<file path="src/core/flash_host_pkg.sv">
// Purpose: constants and types for the parallel flash command controller
// Assumes: 50 MHz aclk, 16-bit flash data bus, status in the low byte
// Notes: opcodes and offsets are the software view of the controller
package flash_host_pkg;
  localparam int ADDR_W = 23;
  localparam int DATA_W = 16;
  // Flash command codes
  localparam logic [7:0] CMD_PROGRAM = 8'h40;
  localparam logic [7:0] CMD_ERASE = 8'h20;
  localparam logic [7:0] CMD_CONFIRM = 8'hd0;
  localparam logic [7:0] CMD_SUSPEND = 8'hb0;
  localparam logic [7:0] CMD_LOCK_SETUP = 8'h60;
  localparam logic [7:0] CMD_LOCK_SET = 8'h01;
  localparam logic [7:0] CMD_READ_ARRAY = 8'hff;
  localparam logic [7:0] CMD_CLEAR_STATUS = 8'h50;
  // Flash status bit positions
  localparam int ENGINE_READY_FLAG = 7;
  localparam int SUSPENDED_FLAG = 6;
  localparam int ERASE_CLEAR_ERROR_FLAG = 5;
  localparam int PROGRAM_SET_ERROR_FLAG = 4;
  localparam int SUPPLY_VOLTAGE_ERROR_FLAG = 3;
  localparam int PROTECT_ERROR_FLAG = 1;
  // Register byte offsets
  localparam logic [7:0] REG_CTRL = 8'h00;
  localparam logic [7:0] REG_ADDR = 8'h04;
  localparam logic [7:0] REG_WDATA = 8'h08;
  localparam logic [7:0] REG_STATUS = 8'h0c;
  localparam logic [7:0] REG_RDATA = 8'h10;
  // Status register fields
  localparam int ST_BUSY = 0;
  localparam int ST_REFUSED = 1;
  localparam int ST_ERR_PEND = 2;
  localparam int ST_SUSP_PROG = 3;
  localparam int ST_SUSP_ERASE = 4;
  localparam int ST_FLASH_LSB = 8;
  // Operation codes written to CTRL[3:0]
  localparam logic [3:0] OP_PROGRAM = 4'h1;
  localparam logic [3:0] OP_ERASE = 4'h2;
  localparam logic [3:0] OP_LOCK_SET = 4'h3;
  localparam logic [3:0] OP_LOCK_CLR = 4'h4;
  localparam logic [3:0] OP_SUSPEND = 4'h5;
  localparam logic [3:0] OP_RESUME = 4'h6;
  localparam logic [3:0] OP_READ_ARRAY = 4'h7;
  localparam logic [3:0] OP_CLEAR = 4'h8;
  localparam logic [3:0] OP_READ = 4'h9;
  localparam logic [3:0] OP_RESET = 4'ha;
  localparam logic [1:0] RESP_OKAY = 2'h0;
  localparam logic [1:0] RESP_SLVERR = 2'h2;
  // Timing, least times rounded up to cycles
  localparam int CLK_NS = 20;
  localparam int T_WP_NS = 70;
  localparam int T_ACC_NS = 150;
  localparam int T_GAP_NS = 40;
  localparam int T_RP_NS = 1000;
  localparam logic [7:0] WP_CYC = 8'((T_WP_NS + CLK_NS - 1) / CLK_NS);
  localparam logic [7:0] ACC_CYC = 8'((T_ACC_NS + CLK_NS - 1) / CLK_NS);
  localparam logic [7:0] GAP_CYC = 8'((T_GAP_NS + CLK_NS - 1) / CLK_NS);
  localparam logic [7:0] RP_CYC = 8'((T_RP_NS + CLK_NS - 1) / CLK_NS);

  typedef enum logic [2:0] {STEP_WRITE, STEP_POLL, STEP_READ, STEP_RP,
    STEP_END} step_kind_t;
  typedef struct packed {
    step_kind_t kind;
    logic [7:0] cmd;
    logic use_data;
  } step_t;
  typedef enum logic [2:0] {PH_IDLE, PH_FETCH, PH_WE, PH_OE, PH_SAMPLE,
    PH_GAP, PH_RP} phase_t;
  typedef struct packed {
    logic [ADDR_W-1:0] addr;
    logic [DATA_W-1:0] dq_out;
    logic dq_oe;
    logic ce_n;
    logic oe_n;
    logic we_n;
    logic reset_powerdown_low;
  } flash_pins_t;
endpackage : flash_host_pkg

</file>
<file path="src/core/flash_host.sv">
// Purpose: AXI4-Lite driven host that sequences flash commands on pins
// Assumes: flash status is read on dq[7:0]; one operation at a time
// Notes: software writes ADDR, WDATA, then CTRL to start; polls STATUS
`timescale 1ns/1ns
module flash_host
  import flash_host_pkg::*;
(
  input wire logic aclk,
  input wire logic aresetn,
  input wire logic [7:0] awaddr,
  input wire logic awvalid,
  output logic awready,
  input wire logic [31:0] wdata,
  input wire logic [3:0] wstrb,
  input wire logic wvalid,
  output logic wready,
  output logic [1:0] bresp,
  output logic bvalid,
  input wire logic bready,
  input wire logic [7:0] araddr,
  input wire logic arvalid,
  output logic arready,
  output logic [31:0] rdata,
  output logic [1:0] rresp,
  output logic rvalid,
  input wire logic rready,
  output flash_pins_t flash_o,
  input wire logic [DATA_W-1:0] dq_in
);
  typedef struct packed {
    flash_pins_t pins;
    phase_t phase;
    logic [1:0] step;
    logic [7:0] cnt;
    logic [3:0] op;
    logic [ADDR_W-1:0] addr;
    logic [DATA_W-1:0] wdat;
    logic [DATA_W-1:0] rdat;
    logic [7:0] fstat;
    logic busy;
    logic refused;
    logic err_pend;
    logic susp_prog;
    logic susp_erase;
    logic last_erase;
    logic [ADDR_W-1:0] susp_addr;
    logic aw_got;
    logic [7:0] aw_addr;
    logic w_got;
    logic [31:0] w_data;
    logic [3:0] w_strb;
    logic bvalid;
    logic [1:0] bresp;
    logic rvalid;
    logic [31:0] rdata;
    logic [1:0] rresp;
    logic [DATA_W-1:0] s1;
    logic [DATA_W-1:0] s2;
    logic [DATA_W-1:0] s3;
    logic awrdy;
    logic wrdy;
    logic arrdy;
  } state_t;

  state_t st_r;
  state_t st_nxt;
  step_t sk;
  logic ctrl_wr;
  logic start_ok;

  // Command list of each operation, indexed by step
  function automatic step_t seq_step(input logic [3:0] op,
                                     input logic [1:0] idx);
    step_t s;
    s = '{kind: STEP_END, cmd: 8'h00, use_data: 1'b0};
    unique case (op)
      OP_PROGRAM: begin
        if (idx == 2'd0) s = '{STEP_WRITE, CMD_PROGRAM, 1'b0};
        if (idx == 2'd1) s = '{STEP_WRITE, 8'h00, 1'b1};
        if (idx == 2'd2) s = '{STEP_POLL, 8'h00, 1'b0};
      end
      OP_ERASE, OP_LOCK_SET, OP_LOCK_CLR: begin
        if (idx == 2'd0) s.kind = STEP_WRITE;
        if (idx == 2'd0) s.cmd = (op == OP_ERASE) ? CMD_ERASE : CMD_LOCK_SETUP;
        if (idx == 2'd1) s.kind = STEP_WRITE;
        if (idx == 2'd1) s.cmd = (op == OP_LOCK_SET) ? CMD_LOCK_SET
                                                     : CMD_CONFIRM;
        if (idx == 2'd2) s.kind = STEP_POLL;
      end
      OP_SUSPEND, OP_RESUME: begin
        if (idx == 2'd0) s.kind = STEP_WRITE;
        if (idx == 2'd0) s.cmd = (op == OP_SUSPEND) ? CMD_SUSPEND
                                                    : CMD_CONFIRM;
        if (idx == 2'd1) s.kind = STEP_POLL;
      end
      OP_READ_ARRAY, OP_CLEAR: begin
        if (idx == 2'd0) s.kind = STEP_WRITE;
        if (idx == 2'd0) s.cmd = (op == OP_CLEAR) ? CMD_CLEAR_STATUS
                                                  : CMD_READ_ARRAY;
      end
      OP_READ: if (idx == 2'd0) s.kind = STEP_READ;
      OP_RESET: if (idx == 2'd0) s.kind = STEP_RP;
      default: s.kind = STEP_END;
    endcase
    return s;
  endfunction : seq_step

  // Byte-lane merge for the ADDR and WDATA registers
  function automatic logic [31:0] merge(input logic [31:0] old,
                                        input logic [31:0] nw,
                                        input logic [3:0] strb);
    logic [31:0] m;
    m = old;
    for (int i = 0; i < 4; i++) begin
      if (strb[i]) m[i*8 +: 8] = nw[i*8 +: 8];
    end
    return m;
  endfunction : merge

  // AXI outputs and pins come straight from the state flops
  assign awready = st_r.awrdy;
  assign wready = st_r.wrdy;
  assign bvalid = st_r.bvalid;
  assign bresp = st_r.bresp;
  assign arready = st_r.arrdy;
  assign rvalid = st_r.rvalid;
  assign rdata = st_r.rdata;
  assign rresp = st_r.rresp;
  assign flash_o = st_r.pins;
  assign sk = seq_step(st_r.op, st_r.step);
  assign ctrl_wr = st_r.aw_got && st_r.w_got && !st_r.bvalid &&
                   st_r.aw_addr == REG_CTRL && st_r.w_strb[0];

  // Start checks; a refused start leaves the flash untouched
  always_comb begin
    start_ok = !st_r.busy && st_r.w_data[3:0] >= OP_PROGRAM &&
               st_r.w_data[3:0] <= OP_RESET;
    if (st_r.err_pend && st_r.w_data[3:0] != OP_CLEAR &&
        st_r.w_data[3:0] != OP_RESET) start_ok = 1'b0;
    if (st_r.w_data[3:0] == OP_ERASE && st_r.susp_erase) start_ok = 1'b0;
    if (st_r.w_data[3:0] == OP_READ && st_r.susp_prog &&
        st_r.addr == st_r.susp_addr) start_ok = 1'b0;
    if (st_r.w_data[3:0] == OP_PROGRAM && st_r.susp_prog) start_ok = 1'b0;
  end

  // Next state: bus slave, pin sequencer, input synchroniser
  always_comb begin
    st_nxt = st_r;
    st_nxt.s1 = dq_in;
    st_nxt.s2 = st_r.s1;
    st_nxt.s3 = st_r.s2;
    if (awvalid && awready) begin
      st_nxt.aw_got = 1'b1;
      st_nxt.aw_addr = awaddr;
    end
    if (wvalid && wready) begin
      st_nxt.w_got = 1'b1;
      st_nxt.w_data = wdata;
      st_nxt.w_strb = wstrb;
    end
    if (st_r.bvalid && bready) st_nxt.bvalid = 1'b0;
    // Register write once address and data are both held
    if (st_r.aw_got && st_r.w_got && !st_r.bvalid) begin
      st_nxt.aw_got = 1'b0;
      st_nxt.w_got = 1'b0;
      st_nxt.bvalid = 1'b1;
      st_nxt.bresp = RESP_OKAY;
      unique case (st_r.aw_addr)
        REG_CTRL: ;
        REG_ADDR: if (!st_r.busy) st_nxt.addr = ADDR_W'(merge(
          32'(st_r.addr), st_r.w_data, st_r.w_strb));
        REG_WDATA: if (!st_r.busy) st_nxt.wdat = DATA_W'(merge(
          32'(st_r.wdat), st_r.w_data, st_r.w_strb));
        REG_STATUS: if (st_r.w_strb[0] && st_r.w_data[ST_REFUSED])
          st_nxt.refused = 1'b0;
        default: st_nxt.bresp = RESP_SLVERR;
      endcase
    end
    if (arvalid && arready) begin
      st_nxt.rvalid = 1'b1;
      st_nxt.rresp = RESP_OKAY;
      unique case (araddr)
        REG_CTRL: st_nxt.rdata = 32'(st_r.op);
        REG_ADDR: st_nxt.rdata = 32'(st_r.addr);
        REG_WDATA: st_nxt.rdata = 32'(st_r.wdat);
        REG_STATUS: st_nxt.rdata = {16'h0000, st_r.fstat, 3'h0,
          st_r.susp_erase, st_r.susp_prog, st_r.err_pend, st_r.refused,
          st_r.busy};
        REG_RDATA: st_nxt.rdata = 32'(st_r.rdat);
        default: begin
          st_nxt.rdata = 32'h0000_0000;
          st_nxt.rresp = RESP_SLVERR;
        end
      endcase
    end else if (st_r.rvalid && rready) begin
      st_nxt.rvalid = 1'b0;
    end
    if (ctrl_wr && start_ok) begin
      st_nxt.op = st_r.w_data[3:0];
      st_nxt.step = 2'd0;
      st_nxt.busy = 1'b1;
      st_nxt.phase = PH_FETCH;
      if (st_r.w_data[3:0] == OP_PROGRAM) st_nxt.last_erase = 1'b0;
      if (st_r.w_data[3:0] == OP_PROGRAM) st_nxt.susp_addr = st_r.addr;
      if (st_r.w_data[3:0] == OP_ERASE) st_nxt.last_erase = 1'b1;
    end else if (ctrl_wr) begin
      st_nxt.refused = 1'b1;   // Set wins over a same-cycle clear
    end
    if (st_r.cnt != 8'd0) st_nxt.cnt = st_r.cnt - 8'd1;
    unique case (st_r.phase)
      PH_IDLE: ;
      PH_FETCH: begin
        st_nxt.pins.addr = st_r.addr;
        unique case (sk.kind)
          // setup and confirm at block address
          STEP_WRITE: begin
            st_nxt.pins.dq_out = sk.use_data ? st_r.wdat
                                             : DATA_W'(sk.cmd);
            st_nxt.pins.dq_oe = 1'b1;
            st_nxt.pins.ce_n = 1'b0;
            st_nxt.pins.we_n = 1'b0;
            st_nxt.cnt = WP_CYC - 8'd1;
            st_nxt.phase = PH_WE;
          end
          STEP_POLL, STEP_READ: begin
            st_nxt.pins.ce_n = 1'b0;
            st_nxt.pins.oe_n = 1'b0;
            st_nxt.cnt = ACC_CYC - 8'd1;
            st_nxt.phase = PH_OE;
          end
          // pulse pin low, drop status copy
          STEP_RP: begin
            st_nxt.pins.reset_powerdown_low = 1'b0;
            st_nxt.cnt = RP_CYC - 8'd1;
            st_nxt.phase = PH_RP;
            st_nxt.fstat = 8'h00;
            st_nxt.err_pend = 1'b0;
            st_nxt.susp_prog = 1'b0;
            st_nxt.susp_erase = 1'b0;
          end
          STEP_END: begin
            st_nxt.busy = 1'b0;
            st_nxt.phase = PH_IDLE;
            if (st_r.op == OP_SUSPEND &&
                st_r.fstat[SUSPENDED_FLAG]) begin
              st_nxt.susp_prog = !st_r.last_erase;
              st_nxt.susp_erase = st_r.last_erase;
            end
            if (st_r.op == OP_RESUME) begin
              st_nxt.susp_prog = 1'b0;
              st_nxt.susp_erase = 1'b0;
            end
            if (st_r.op == OP_CLEAR) begin
              st_nxt.err_pend = 1'b0;
              st_nxt.fstat = 8'h00;
            end
          end
          default: st_nxt.phase = PH_IDLE;
        endcase
      end
      PH_WE: if (st_r.cnt == 8'd0) begin
        st_nxt.pins.we_n = 1'b1;
        st_nxt.pins.ce_n = 1'b1;
        st_nxt.step = st_r.step + 2'd1;
        st_nxt.cnt = GAP_CYC;
        st_nxt.phase = PH_GAP;
      end
      PH_OE: if (st_r.cnt == 8'd0) st_nxt.phase = PH_SAMPLE;
      // Wait for the second and third sync stages to agree
      PH_SAMPLE: if (st_r.s2 == st_r.s3) begin
        // raise OE so next poll refreshes status
        st_nxt.pins.oe_n = 1'b1;
        st_nxt.pins.ce_n = 1'b1;
        st_nxt.cnt = GAP_CYC;
        st_nxt.phase = PH_GAP;
        if (sk.kind == STEP_READ) begin
          st_nxt.rdat = st_r.s3;
          st_nxt.step = st_r.step + 2'd1;
        end else if (st_r.s3[ENGINE_READY_FLAG]) begin
          // error flags read only once ready
          st_nxt.fstat = st_r.s3[7:0];
          st_nxt.step = st_r.step + 2'd1;
          if (st_r.s3[ERASE_CLEAR_ERROR_FLAG] ||
              st_r.s3[PROGRAM_SET_ERROR_FLAG] ||
              st_r.s3[SUPPLY_VOLTAGE_ERROR_FLAG] ||
              st_r.s3[PROTECT_ERROR_FLAG]) st_nxt.err_pend = 1'b1;
        end
      end
      PH_GAP: if (st_r.cnt == 8'd0) begin
        st_nxt.pins.dq_oe = 1'b0;   // Data held past WE rise
        st_nxt.phase = PH_FETCH;
      end
      PH_RP: if (st_r.cnt == 8'd0) begin
        st_nxt.pins.reset_powerdown_low = 1'b1;
        st_nxt.step = st_r.step + 2'd1;
        st_nxt.cnt = RP_CYC;   // Recovery before next access
        st_nxt.phase = PH_GAP;
      end
      default: st_nxt.phase = PH_IDLE;
    endcase
    // Readies registered so every output leaves a flop
    st_nxt.awrdy = !st_nxt.aw_got && !st_nxt.bvalid;
    st_nxt.wrdy = !st_nxt.w_got && !st_nxt.bvalid;
    st_nxt.arrdy = !st_nxt.rvalid;
  end

  // State register, synchronous reset
  always_ff @(posedge aclk) begin
    if (!aresetn) begin
      st_r <= '0;
      st_r.phase <= PH_IDLE;
      st_r.pins.ce_n <= 1'b1;
      st_r.pins.oe_n <= 1'b1;
      st_r.pins.we_n <= 1'b1;
      st_r.pins.reset_powerdown_low <= 1'b1;
    end else begin
      st_r <= st_nxt;
    end
  end
endmodule : flash_host

</file>
<file path="config.mk">
export PLATFORM = sky130hd
export DESIGN_NAME = flash_host
export DESIGN_NICKNAME = d
export VERILOG_FILES = /design/src/core/flash_host_pkg.sv /design/src/core/flash_host.sv
export SDC_FILE = /design/constraint.sdc
export NUM_CORES = 1
export LEC_CHECK = 0
export BUFFER_PORTS_ARGS = -buffer_cell sky130_fd_sc_hd__buf_2
export CAP_MARGIN = 0
export CORE_MARGIN = 4
export CORE_UTILIZATION = 45
export CTS_CLUSTER_DIAMETER = 80
export DETAILED_ROUTE_END_ITERATION = 6
export PLACE_DENSITY = 0.71
export SLEW_MARGIN = 30
export SYNTH_ARGS = -nofsm -noshare
export SYNTH_HDL_FRONTEND = slang
export SYNTH_SLANG_ARGS = --single-unit
</file>
<file path="constraint.sdc">
create_clock -name aclk -period 6.19 [get_ports aclk]
set_input_delay 0.9285 -clock aclk [delete_from_list [all_inputs] [get_ports aclk]]
set_output_delay 0.9285 -clock aclk [all_outputs]
set_load 0.02 [all_outputs]
</file>
==> out/results.tsv, run 1 <==
stage	metric	value	unit
status	outcome	finished, final reports clean	
floorplan	die area	28300	µm²
min_path	hold depth	1	
finish	FF+latch area	5350	µm²
power	PwrDens	295	nW/µm²
setup_path	FF-to-FF End	flash_o[12]$_SDFFE_PN0P_	
routing	Post-Route WL	29500	µm
clock_tree	worst skew pair latency	0.53	ns
clock_tree	CTS resizes	0	
routing	DR pass1 iterations	5	
sta	Final Cycle Share	47.7	%
routing	Antenna Nets Post-Route	0	
clock_tree	CTS Hold Buffers Added	0	
clock_tree	root buffer cell	clkbuf_16	
finish	Area Overhead vs Synth	9.66	%
yosys	Synth cell types	80	
finish	Layout fillers	2421	
clock_tree	Worst-path clk slew	0.06	ns
routing	WL per Instance	16.9	µm
yosys	Cells after Synth	1378	
finish	share of cells above drive strength 1	15.4	%
grt	Tot GR Track Use	19.9	%
grt	GRT Max-Usage Layer	met2	
grt	first-pass GRT wire length	46400	µm
setup_path	Worst EP required	6.57	ns
clock_tree	TritonCTS clock tree	yes	
yosys	Async SR Flop Fraction	0	%
sta	clk_skew	0.0151	ns
yosys	Synth top area share	46.3	%
setup_path	Crit Path Class	flip-flop to flip-flop	
yosys	Avg Synthesized Cell Area	8.39	µm²
floorplan	io pins	160	
yosys	Post-synth EDFFs	0	
yosys	Synth area leader	dfxtp_1	
sta	Slew Viols, Final	0	
yosys	register area share after synthesis	46.3	%
routing	DR vias	9321	
grt	vias in the first global route	8722	
yosys	largest cells by area after synthesis	dfxtp_1 (46%), nand2_1 (11%), a21oi_1 (6.9%)	
grt	largest net degree at the start of global routing	111	
setup_path	critical path arrival	3.33	ns
routing	initial DRC count	844	
floorplan	Rows	58	
setup_path	worst r2r src	st_r[239]$_SDFF_PN0_	
clock_tree	CTS Buf Count	27	
clock_tree	CTS max path bufs	3	
setup_path	crit path max fanout	15	
setup_path	Critical Path Source Type	flip-flop	
sta	Worst slew margin	37.2	%
grt	met1 usage	28.4	%
clock_tree	Max H-tree Level	1	
placed_design	post-placement cell count	1699	
finish	fin cells	1749	
min_path	Hold Path Sink	st_nxt[5]$_SDFF_PN0_	
clock_tree	clk sink count	267	
yosys	mapped cell area	11600	µm²
floorplan	die width	168	µm
flow_run	Max-Cap Viols	0	
placed_design	final weighted congestion in routability-driven placement	0.915	
routing	DR DRC count	0	
finish	footprint of the multi-input gates	5240	µm²
placed_design	IO Port Bufs	138	
yosys	Ys Warns	0	
yosys	Primary FF master, synth	dfxtp_1	
sta	Worst-Margin Slew	0.938	ns
power	peak supply drop	186	µV
power	Tot Pwr	0.00374	W
clock_tree	Setup Buffers After CTS	0	
grt	GR Overflow Total	0	
finish	nets@finish	1481	
setup_path	FF-to-FF path depth	7	
min_path	HP Start	st_nxt[21]$_SDFF_PN0_	
yosys	Yosys reg bits	267	
grt	antenna violations before repair	3	
power	Static Leak	4.90	nW
sta	Setup TNS Final	0	ns
sta	f_max	339	MHz
floorplan	CORE AREA	25300	µm²
routing	Via density	5.33	
sta	Final Hold Viols	0	
grt	M3 GR Usage	3.50	%
floorplan	Initial Util	45.8	%
sta	endpoints failing setup	0	
grt	met2 Use GR	31.3	%
min_path	Worst Hold Class	flip-flop to flip-flop	
sta	Final Critical Period	2.95	ns
setup_path	Critical Path Sink Type	flip-flop	
setup_path	reg2reg setup slack	3.24	ns
floorplan	Die H	168	µm
placed_design	hpwl dp	21200	µm
sta	unrepaired setup endpoints after global routing	false	
-- placed cells by master, fill, tap and decap left out, types with 6 or more instances in the layout --
cell | netlist | layout
o21a_1 | 11 | 11
nor3_1 | 14 | 14
nor2b_1 | 7 | 7
a31o_2 | 7 | 7
nor2_1 | 38 | 38
xor2_1 | 18 | 18
dfxtp_1 | 267 | 267
buf_2 | 10 | 137
a22oi_1 | 19 | 19
inv_1 | 12 | 11
a31oi_1 | 10 | 10
ha_1 | 8 | 8
xnor2_1 | 26 | 26
nor4_1 | 7 | 7
conb_1 | 1 | 11
a21oi_1 | 159 | 159
clkbuf_8 | 0 | 7
o21ai_0 | 28 | 28
and2_1 | 56 | 54
nand3_1 | 25 | 25
and3_1 | 19 | 19
a21o_1 | 11 | 11
nand4_1 | 9 | 9
and2_0 | 6 | 6
nand2b_1 | 8 | 8
nand2_1 | 341 | 340
clkbuf_16 | 0 | 27
mux2i_1 | 20 | 20
-- kinds of logic (layout without fill, tap and decap cells) --
logic type,after synthesis,count (layout),synth area share [%]
xor+xnor,44,44,3.34
fa+ha+maj,9,9,0.953
simple gates,566,566,23.0
flops,267,267,46.3
buf+inv,173,203,8.75
compound gates,295,295,15.7
other cells,1,12,0.0325
mux,23,23,2.02
-- cells in the mapped netlist, drive strengths merged, types with 16 or more instances --
cell	number
a22oi	20
clkbuf	57
and3	19
a21oi	161
xor2	18
nor2	39
o21ai	32
dfxtp	267
xnor2	26
and2	63
nand3	26
buf	103
nand2	341
nor3	16
mux2i	20
-- where the power goes --
group          internal [W]  switching (W)  leakage (nW)
Combinational      0.000121       0.000176          2.30
Sequential          0.00177      0.0000418          2.17
Clock              0.000967       0.000663         0.437
-- sequential cells by signal, summed over array words and instances, names as in the netlist --
name	flops
st_r	161
flash_o	44
st_nxt	32
rdata	23
arready	1
awready	1
bresp	1
bvalid	1
rresp	1
rvalid	1
wready	1
-- worst max-delay path, stage by stage, from the launching register on --
cell	delay (ns)
dfxtp_1	0.43
inv_1	0.13
ha_1	0.42
mux2_1	0.39
o211ai_2	0.28
o211ai_1	0.43
a31oi_1	0.59
a31oi_1	0.14
-- worst max path at each step --
stage | startpoint | to | slack, ns | cells past startpoint
after floorplan | araddr[5] | rdata[21]$_SDFFE_PN0P_ | 3.77 | 7
after global placement | st_r[241]$_SDFF_PN0_ | flash_o[12]$_SDFFE_PN0P_ | 3.06 | 5
after detailed placement | st_r[241]$_SDFF_PN0_ | flash_o[6]$_SDFFE_PN0P_ | 3.04 | 5
after CTS | st_r[241]$_SDFF_PN0_ | flash_o[6]$_SDFFE_PN0P_ | 3.00 | 5
after global routing | st_r[239]$_SDFF_PN0_ | flash_o[12]$_SDFFE_PN0P_ | 3.03 | 7
final | st_r[239]$_SDFF_PN0_ | flash_o[12]$_SDFFE_PN0P_ | 3.24 | 7
-- metal layers --
metal	share of wire (%)	up-vias	wire, µm
met4	2.0	0	595
met1	45	4355	13300
met5	0	-	0
met2	45	324	13300
met3	8.1	42	2390
li1	-	4600	-
-- through the flow --
stage          hold slack (ns)  worst slack [ns]  instance area (µm²)  util, %
5_1_grt                  0.451              3.03                12700     50.2
3_3_place_gp             0.416              3.06                11800     46.6
4_1_cts                  0.431              3.00                12700     50.1
6_report                 0.430              3.24                12700     50.2
2_1_floorplan            0.412              3.77                11600        -
3_5_place_dp             0.418              3.04                11800     46.6
-- layout make-up --
| cell class | instances | area share (%) |
|---|---|---|
| sequential | 267 | 42.2 |
| multi-input combinational | 948 | 41.4 |
| clock buffer | 39 | 6.24 |
| timing repair buffer | 141 | 5.68 |
| tap | 330 | 3.26 |
| clock inverter | 10 | 0.849 |
| inverter | 13 | 0.405 |
| antenna | 1 | 0.0197 |
No activity file was read; power rests on OpenSTA's default activity.
==> run 2: changes to the inputs <==
--- a/config.mk
+++ b/config.mk
@@ -11,7 +11,7 @@
 export CORE_UTILIZATION = 45
 export CTS_CLUSTER_DIAMETER = 80
 export DETAILED_ROUTE_END_ITERATION = 6
-export PLACE_DENSITY = 0.71
+export PLACE_DENSITY = 0.73
 export SLEW_MARGIN = 30
 export SYNTH_ARGS = -nofsm -noshare
 export SYNTH_HDL_FRONTEND = slang
==> constraint.sdc (replaced) <==
create_clock -name aclk -period 2.6 [get_ports aclk]
set_input_delay 0.39 -clock aclk [delete_from_list [all_inputs] [get_ports aclk]]
set_output_delay 0.39 -clock aclk [all_outputs]
set_load 0.02 [all_outputs]
==> out/results.tsv, run 2 (synthesized netlist as in run 1, its figures left out) <==
stage	metric	value	unit
grt	largest net degree at the start of global routing	132	
finish	Top reg by flops	st_r	
sta	worst hold slack	0.0688	ns
setup_path	critical path arrival	2.81	ns
sta	Final Critical Period	2.38	ns
grt	antenna violations before repair	1	
finish	nets@finish	1514	
floorplan	die width	168	µm
setup_path	Crit. Startpoint	st_r[240]$_SDFF_PN0_	
sta	setup slack after layout	0.216	ns
routing	DR DRC count	0	
clock_tree	Worst-path clk slew	0.06	ns
finish	commonest non-fill, non-tap cell in the layout	nand2_1	
clock_tree	Setup Buffers After CTS	0	
finish	commonest non-fill, non-tap cells in the layout	nand2_1 (340), dfxtp_1 (267), a21oi_1 (159), buf_2 (138), and2_1 (56)	
setup_path	worst setup path end	flash_o[2]$_SDFFE_PN1P_	
status	outcome	finished, final reports clean	
clock_tree	CTS Hold Buffers Added	0	
clock_tree	CTS max path bufs	3	
clock_tree	TritonCTS clock tree	yes	
finish	share of cells above drive strength 1	17.3	%
clock_tree	CTS resizes	0	
setup_path	CP bufs+invs	2	
clock_tree	root buffer cell	clkbuf_16	
power	Pint	0.00677	W
finish	Core Util, Final	51.1	%
power	Clk network pwr share	43.1	%
sta	clk_skew	0.00990	ns
power	sequential power share	48.6	%
finish	number of flip-flops in the largest register	161	
setup_path	crit path max fanout	8	
power	Static Leak	5.07	nW
power	sw frac	23.6	%
placed_design	pre-CTS WS	0.250	ns
grt	first-pass GRT wire length	46700	µm
setup_path	CP max-delay cell	or3_1	
flow_run	Max-Cap Viols	0	
power	Comb pwr share	8.2	%
floorplan	io pins	160	
finish	Layout fillers	2389	
routing	Post-Route WL	30000	µm
grt	vias in the first global route	8753	
setup_path	Critical Path Max Stage Delay	0.44	ns
routing	WL per Instance	16.8	µm
setup_path	Crit path top cell by count	inv_1	
setup_path	reg2reg setup slack	0.22	ns
sta	Setup TNS Final	0	ns
min_path	Worst Hold Class	primary input to flip-flop	
setup_path	Worst EP required	3.02	ns
power	Tot Pwr	0.00886	W
placed_design	hpwl dp	21500	µm
setup_path	FF-to-FF End	flash_o[2]$_SDFFE_PN1P_	
power	switching power	0.00209	W
routing	Antenna Nets Post-Route	0	
routing	DR pass1 iterations	6	
sta	Worst slew margin	51.8	%
clock_tree	worst skew pair latency	0.53	ns
setup_path	worst r2r src	st_r[240]$_SDFF_PN0_	
sta	endpoints failing setup	0	
setup_path	critical path depth	8	
grt	GR Overflow Total	0	
setup_path	Critical Path Sink Type	flip-flop	
routing	DR vias	9520	
routing	Via density	5.35	
floorplan	Rows	58	
finish	Area Overhead vs Synth	11.8	%
clock_tree	CTS Buf Count	27	
grt	Tot GR Track Use	20.1	%
sta	Final Cycle Share	91.7	%
power	PwrDens	686	nW/µm²
power	peak supply drop	389	µV
floorplan	Initial Util	45.8	%
floorplan	die area	28300	µm²
sta	f_max	419	MHz
placed_design	IO Port Bufs	138	
placed_design	final weighted congestion in routability-driven placement	0.950	
clock_tree	clk sink count	267	
sta	unrepaired setup endpoints after global routing	false	
floorplan	CORE AREA	25300	µm²
setup_path	CP cell instances	inv_1, ha_1, inv_1, maj3_1, a22oi_2, o21ai_2, or3_1, a21o_1	
routing	initial DRC count	822	
setup_path	top cell family by delay on the critical path	adder cells	
sta	Slew Viols, Final	0	
clock_tree	Max H-tree Level	1	
sta	Worst-Margin Slew	0.721	ns
sta	Final Hold Viols	0	
setup_path	FF-to-FF path depth	8	
floorplan	Die H	168	µm
setup_path	Crit Path Class	flip-flop to flip-flop	
setup_path	Critical Path Source Type	flip-flop	
## run 2: cell type report
type / instances / area (µm²) / area share, %
Antenna cell: 1 / 2.50 / 0.0194
Clock buffer: 35 / 766 / 5.93
Clock inverter: 11 / 114 / 0.882
Inverter: 13 / 51.3 / 0.397
Multi-Input combinational cell: 948 / 5240 / 40.6
Sequential cell: 267 / 5350 / 41.4
Tap cell: 330 / 413 / 3.20
Timing Repair Buffer: 174 / 986 / 7.63
## run 2: worst min-delay path by stage
stage                                startpoint               endpoint  slack, ns  cells past startpoint
after floorplan           st_nxt[26]$_SDFF_PN0_  st_nxt[10]$_SDFF_PN0_       0.41                      1
after global placement    st_nxt[32]$_SDFF_PN0_  st_nxt[16]$_SDFF_PN0_       0.42                      1
after detailed placement  st_nxt[31]$_SDFF_PN0_  st_nxt[15]$_SDFF_PN0_       0.42                      1
after CTS                              dq_in[3]  st_nxt[22]$_SDFF_PN0_       0.05                      2
after global routing                   dq_in[3]  st_nxt[22]$_SDFF_PN0_       0.05                      2
final                                 dq_in[13]  st_nxt[32]$_SDFF_PN0_       0.07                      2
## run 2: power groups by stage
stage                     clock (W)  combinational, W  sequential (W)
after floorplan                   0          0.000557         0.00438
after global placement            0          0.000707         0.00439
after detailed placement          0          0.000720         0.00440
after CTS                   0.00390          0.000724         0.00431
after global routing        0.00406          0.000810         0.00432
final                       0.00382          0.000728         0.00431
## run 2: per-layer routing
metal / part of all wire, % / global-route usage (%)
met2: 45 / 31.7
met5: 0 / 0
met1: 43 / 27.4
met4: 2.3 / 6.07
met3: 9.4 / 4.77
## run 2: per-stage QoR
step / cells / area, µm²
5_1_grt: 1778 / 12900
4_1_cts: 1778 / 12900
3_3_place_gp: 1731 / 12000
6_report: 1779 / 12900
2_1_floorplan: 1388 / 11600
3_5_place_dp: 1732 / 12000
==> run 3: changes to the inputs <==
--- a/config.mk
+++ b/config.mk
@@ -9,8 +9,10 @@
 export CAP_MARGIN = 0
 export CORE_MARGIN = 4
 export CORE_UTILIZATION = 45
+export CTS_BUF_LIST = sky130_fd_sc_hd__clkbuf_4 sky130_fd_sc_hd__clkbuf_8
 export CTS_CLUSTER_DIAMETER = 80
 export DETAILED_ROUTE_END_ITERATION = 6
+export MAX_ROUTING_LAYER = met4
 export PLACE_DENSITY = 0.73
 export SLEW_MARGIN = 30
 export SYNTH_ARGS = -nofsm -noshare
==> constraint.sdc (replaced) <==
create_clock -name aclk -period 2.6 [get_ports aclk]
set_input_delay 0.39 -clock aclk [delete_from_list [all_inputs] [get_ports aclk]]
set_output_delay 0.39 -clock aclk [all_outputs]
set_load 0.005 [all_outputs]
==> out/results.tsv, run 3 (synthesized netlist as in run 1, its figures left out) <==
stage	metric	value	unit
finish	Layout fillers	2449	
grt	vias in the first global route	8869	
floorplan	Die H	168	µm
placed_design	IO Port Bufs	138	
power	PwrDens	676	nW/µm²
setup_path	worst r2r src	st_r[240]$_SDFF_PN0_	
power	peak supply drop	388	µV
setup_path	crit path max fanout	7	
clock_tree	Setup Buffers After CTS	0	
placed_design	pre-CTS WS	0.204	ns
sta	f_max	416	MHz
clock_tree	CTS resizes	0	
flow_run	Max-Cap Viols	0	
status	outcome	finished, final reports clean	
setup_path	Critical Path Sink Type	flip-flop	
clock_tree	Max H-tree Level	2	
placed_design	final weighted congestion in routability-driven placement	0.926	
setup_path	top cell family by delay on the critical path	compound AO/OA/AOI/OAI gates	
grt	antenna violations before repair	3	
setup_path	Critical Path Max Stage Delay	0.41	ns
setup_path	FF-to-FF End	st_r[165]$_SDFFE_PN0P_	
setup_path	FF-to-FF path depth	8	
sta	setup slack after layout	0.198	ns
floorplan	Rows	58	
clock_tree	CTS Hold Buffers Added	0	
finish	diode count	0	
sta	worst hold slack	0.0355	ns
finish	FF+latch area	5350	µm²
floorplan	die width	168	µm
setup_path	CP bufs+invs	2	
sta	Final Critical Period	2.40	ns
setup_path	Worst EP required	3.10	ns
grt	largest net degree at the start of global routing	132	
finish	Core Util, Final	51.4	%
floorplan	Initial Util	45.8	%
finish	number of flip-flops in the largest register	161	
sta	clk_skew	0.0150	ns
setup_path	Crit Path Class	flip-flop to flip-flop	
routing	DR vias	9590	
sta	unrepaired setup endpoints after global routing	false	
min_path	Hold Path Sink	st_nxt[33]$_SDFF_PN0_	
sta	Final Cycle Share	92.4	%
power	Static Leak	5.13	nW
clock_tree	CTS Buf Count	44	
finish	Top reg by flops	st_r	
setup_path	Crit path top cell by count	inv_1	
routing	Post-Route WL	30200	µm
setup_path	Critical Path Source Type	flip-flop	
routing	DR pass1 iterations	5	
routing	WL per Instance	16.7	µm
placed_design	hpwl dp	21600	µm
finish	Area Overhead vs Synth	12.3	%
finish	footprint of the multi-input gates	5240	µm²
min_path	HP Start	dq_in[14]	
sta	Final Hold Viols	0	
routing	Antenna Nets Post-Route	0	
floorplan	io pins	160	
grt	first-pass GRT wire length	47300	µm
grt	Tot GR Track Use	21.1	%
setup_path	reg2reg setup slack	0.20	ns
min_path	hold depth	2	
clock_tree	CTS max path bufs	3	
finish	nets@finish	1535	
clock_tree	worst skew pair latency	0.56	ns
floorplan	CORE AREA	25300	µm²
power	Tot Pwr	0.00878	W
finish	commonest non-fill, non-tap cell in the layout	nand2_1	
setup_path	CP cell instances	inv_1, ha_1, inv_1, maj3_1, a22oi_2, o21ai_0, a21oi_2, a31o_2	
sta	Setup TNS Final	0	ns
sta	Worst-Margin Slew	0.750	ns
floorplan	die area	28300	µm²
routing	initial DRC count	761	
setup_path	CP max-delay cell	a21oi_2	
sta	endpoints failing setup	0	
clock_tree	TritonCTS clock tree	yes	
clock_tree	Worst-path clk slew	0.06	ns
routing	Via density	5.29	
sta	Slew Viols, Final	0	
routing	DR DRC count	0	
finish	commonest non-fill, non-tap cells in the layout	nand2_1 (340), dfxtp_1 (267), a21oi_1 (159), buf_2 (138), and2_1 (56)	
sta	Worst slew margin	49.9	%
clock_tree	clk sink count	267	
min_path	Worst Hold Class	primary input to flip-flop	
grt	GR Overflow Total	0	
clock_tree	root buffer cell	clkbuf_8	
finish	share of cells above drive strength 1	19.4	%
setup_path	critical path arrival	2.91	ns
==> run 3: through the flow <==
stage,area (µm²),instances
final,13000,1813
after global routing,13000,1813
after CTS,13000,1813
after detailed placement,12000,1736
after global placement,12000,1735
after floorplan,11600,1388
==> run 3: layout make-up <==
class | count | area share (%)
clock buffer | 65 | 6.27
clock inverter | 12 | 0.849
inverter | 13 | 0.395
multi-input combinational | 948 | 40.4
sequential | 267 | 41.2
tap | 330 | 3.18
timing repair buffer | 178 | 7.73
==> run 3: per-layer routing <==
metal,vias to the layer above,global-route usage [%],part of all wire [%]
li1,4717,-,-
met1,4483,28.2,44
met2,344,32.5,45
met3,46,5.07,8.5
met4,0,5.36,1.9
met5,-,-,0
==> run 3: worst register-to-register path: cells and delay by family, from the launching register on <==
kind	cells	cell delay, ns
compound gates	4	1.12
fa+ha+maj	2	0.69
buf+inv	2	0.23
flops	1	0.32
==> run 3: report_power, final <==
| group | internal, W | switching, W | leakage [nW] |
|---|---|---|---|
| sequential | 0.00422 | 0.0000949 | 2.17 |
| combinational | 0.000299 | 0.000401 | 2.49 |
| clock | 0.00212 | 0.00165 | 0.479 |
==> run 3: worst max-delay path by stage <==
stage / start / to / slack [ns] / cells after the start
global route: st_r[240]$_SDFF_PN0_ / flash_o[9]$_SDFFE_PN0P_ / 0.08 / 8
detailed placement: araddr[5] / rdata[15]$_SDFFE_PN0P_ / 0.20 / 7
finish: st_r[240]$_SDFF_PN0_ / st_r[165]$_SDFFE_PN0P_ / 0.20 / 8
floorplan: st_r[240]$_SDFF_PN0_ / flash_o[2]$_SDFFE_PN1P_ / 0.52 / 8
global placement: araddr[5] / rdata[10]$_SDFFE_PN0P_ / 0.24 / 7
CTS: st_r[240]$_SDFF_PN0_ / st_r[165]$_SDFFE_PN0P_ / 0.24 / 8
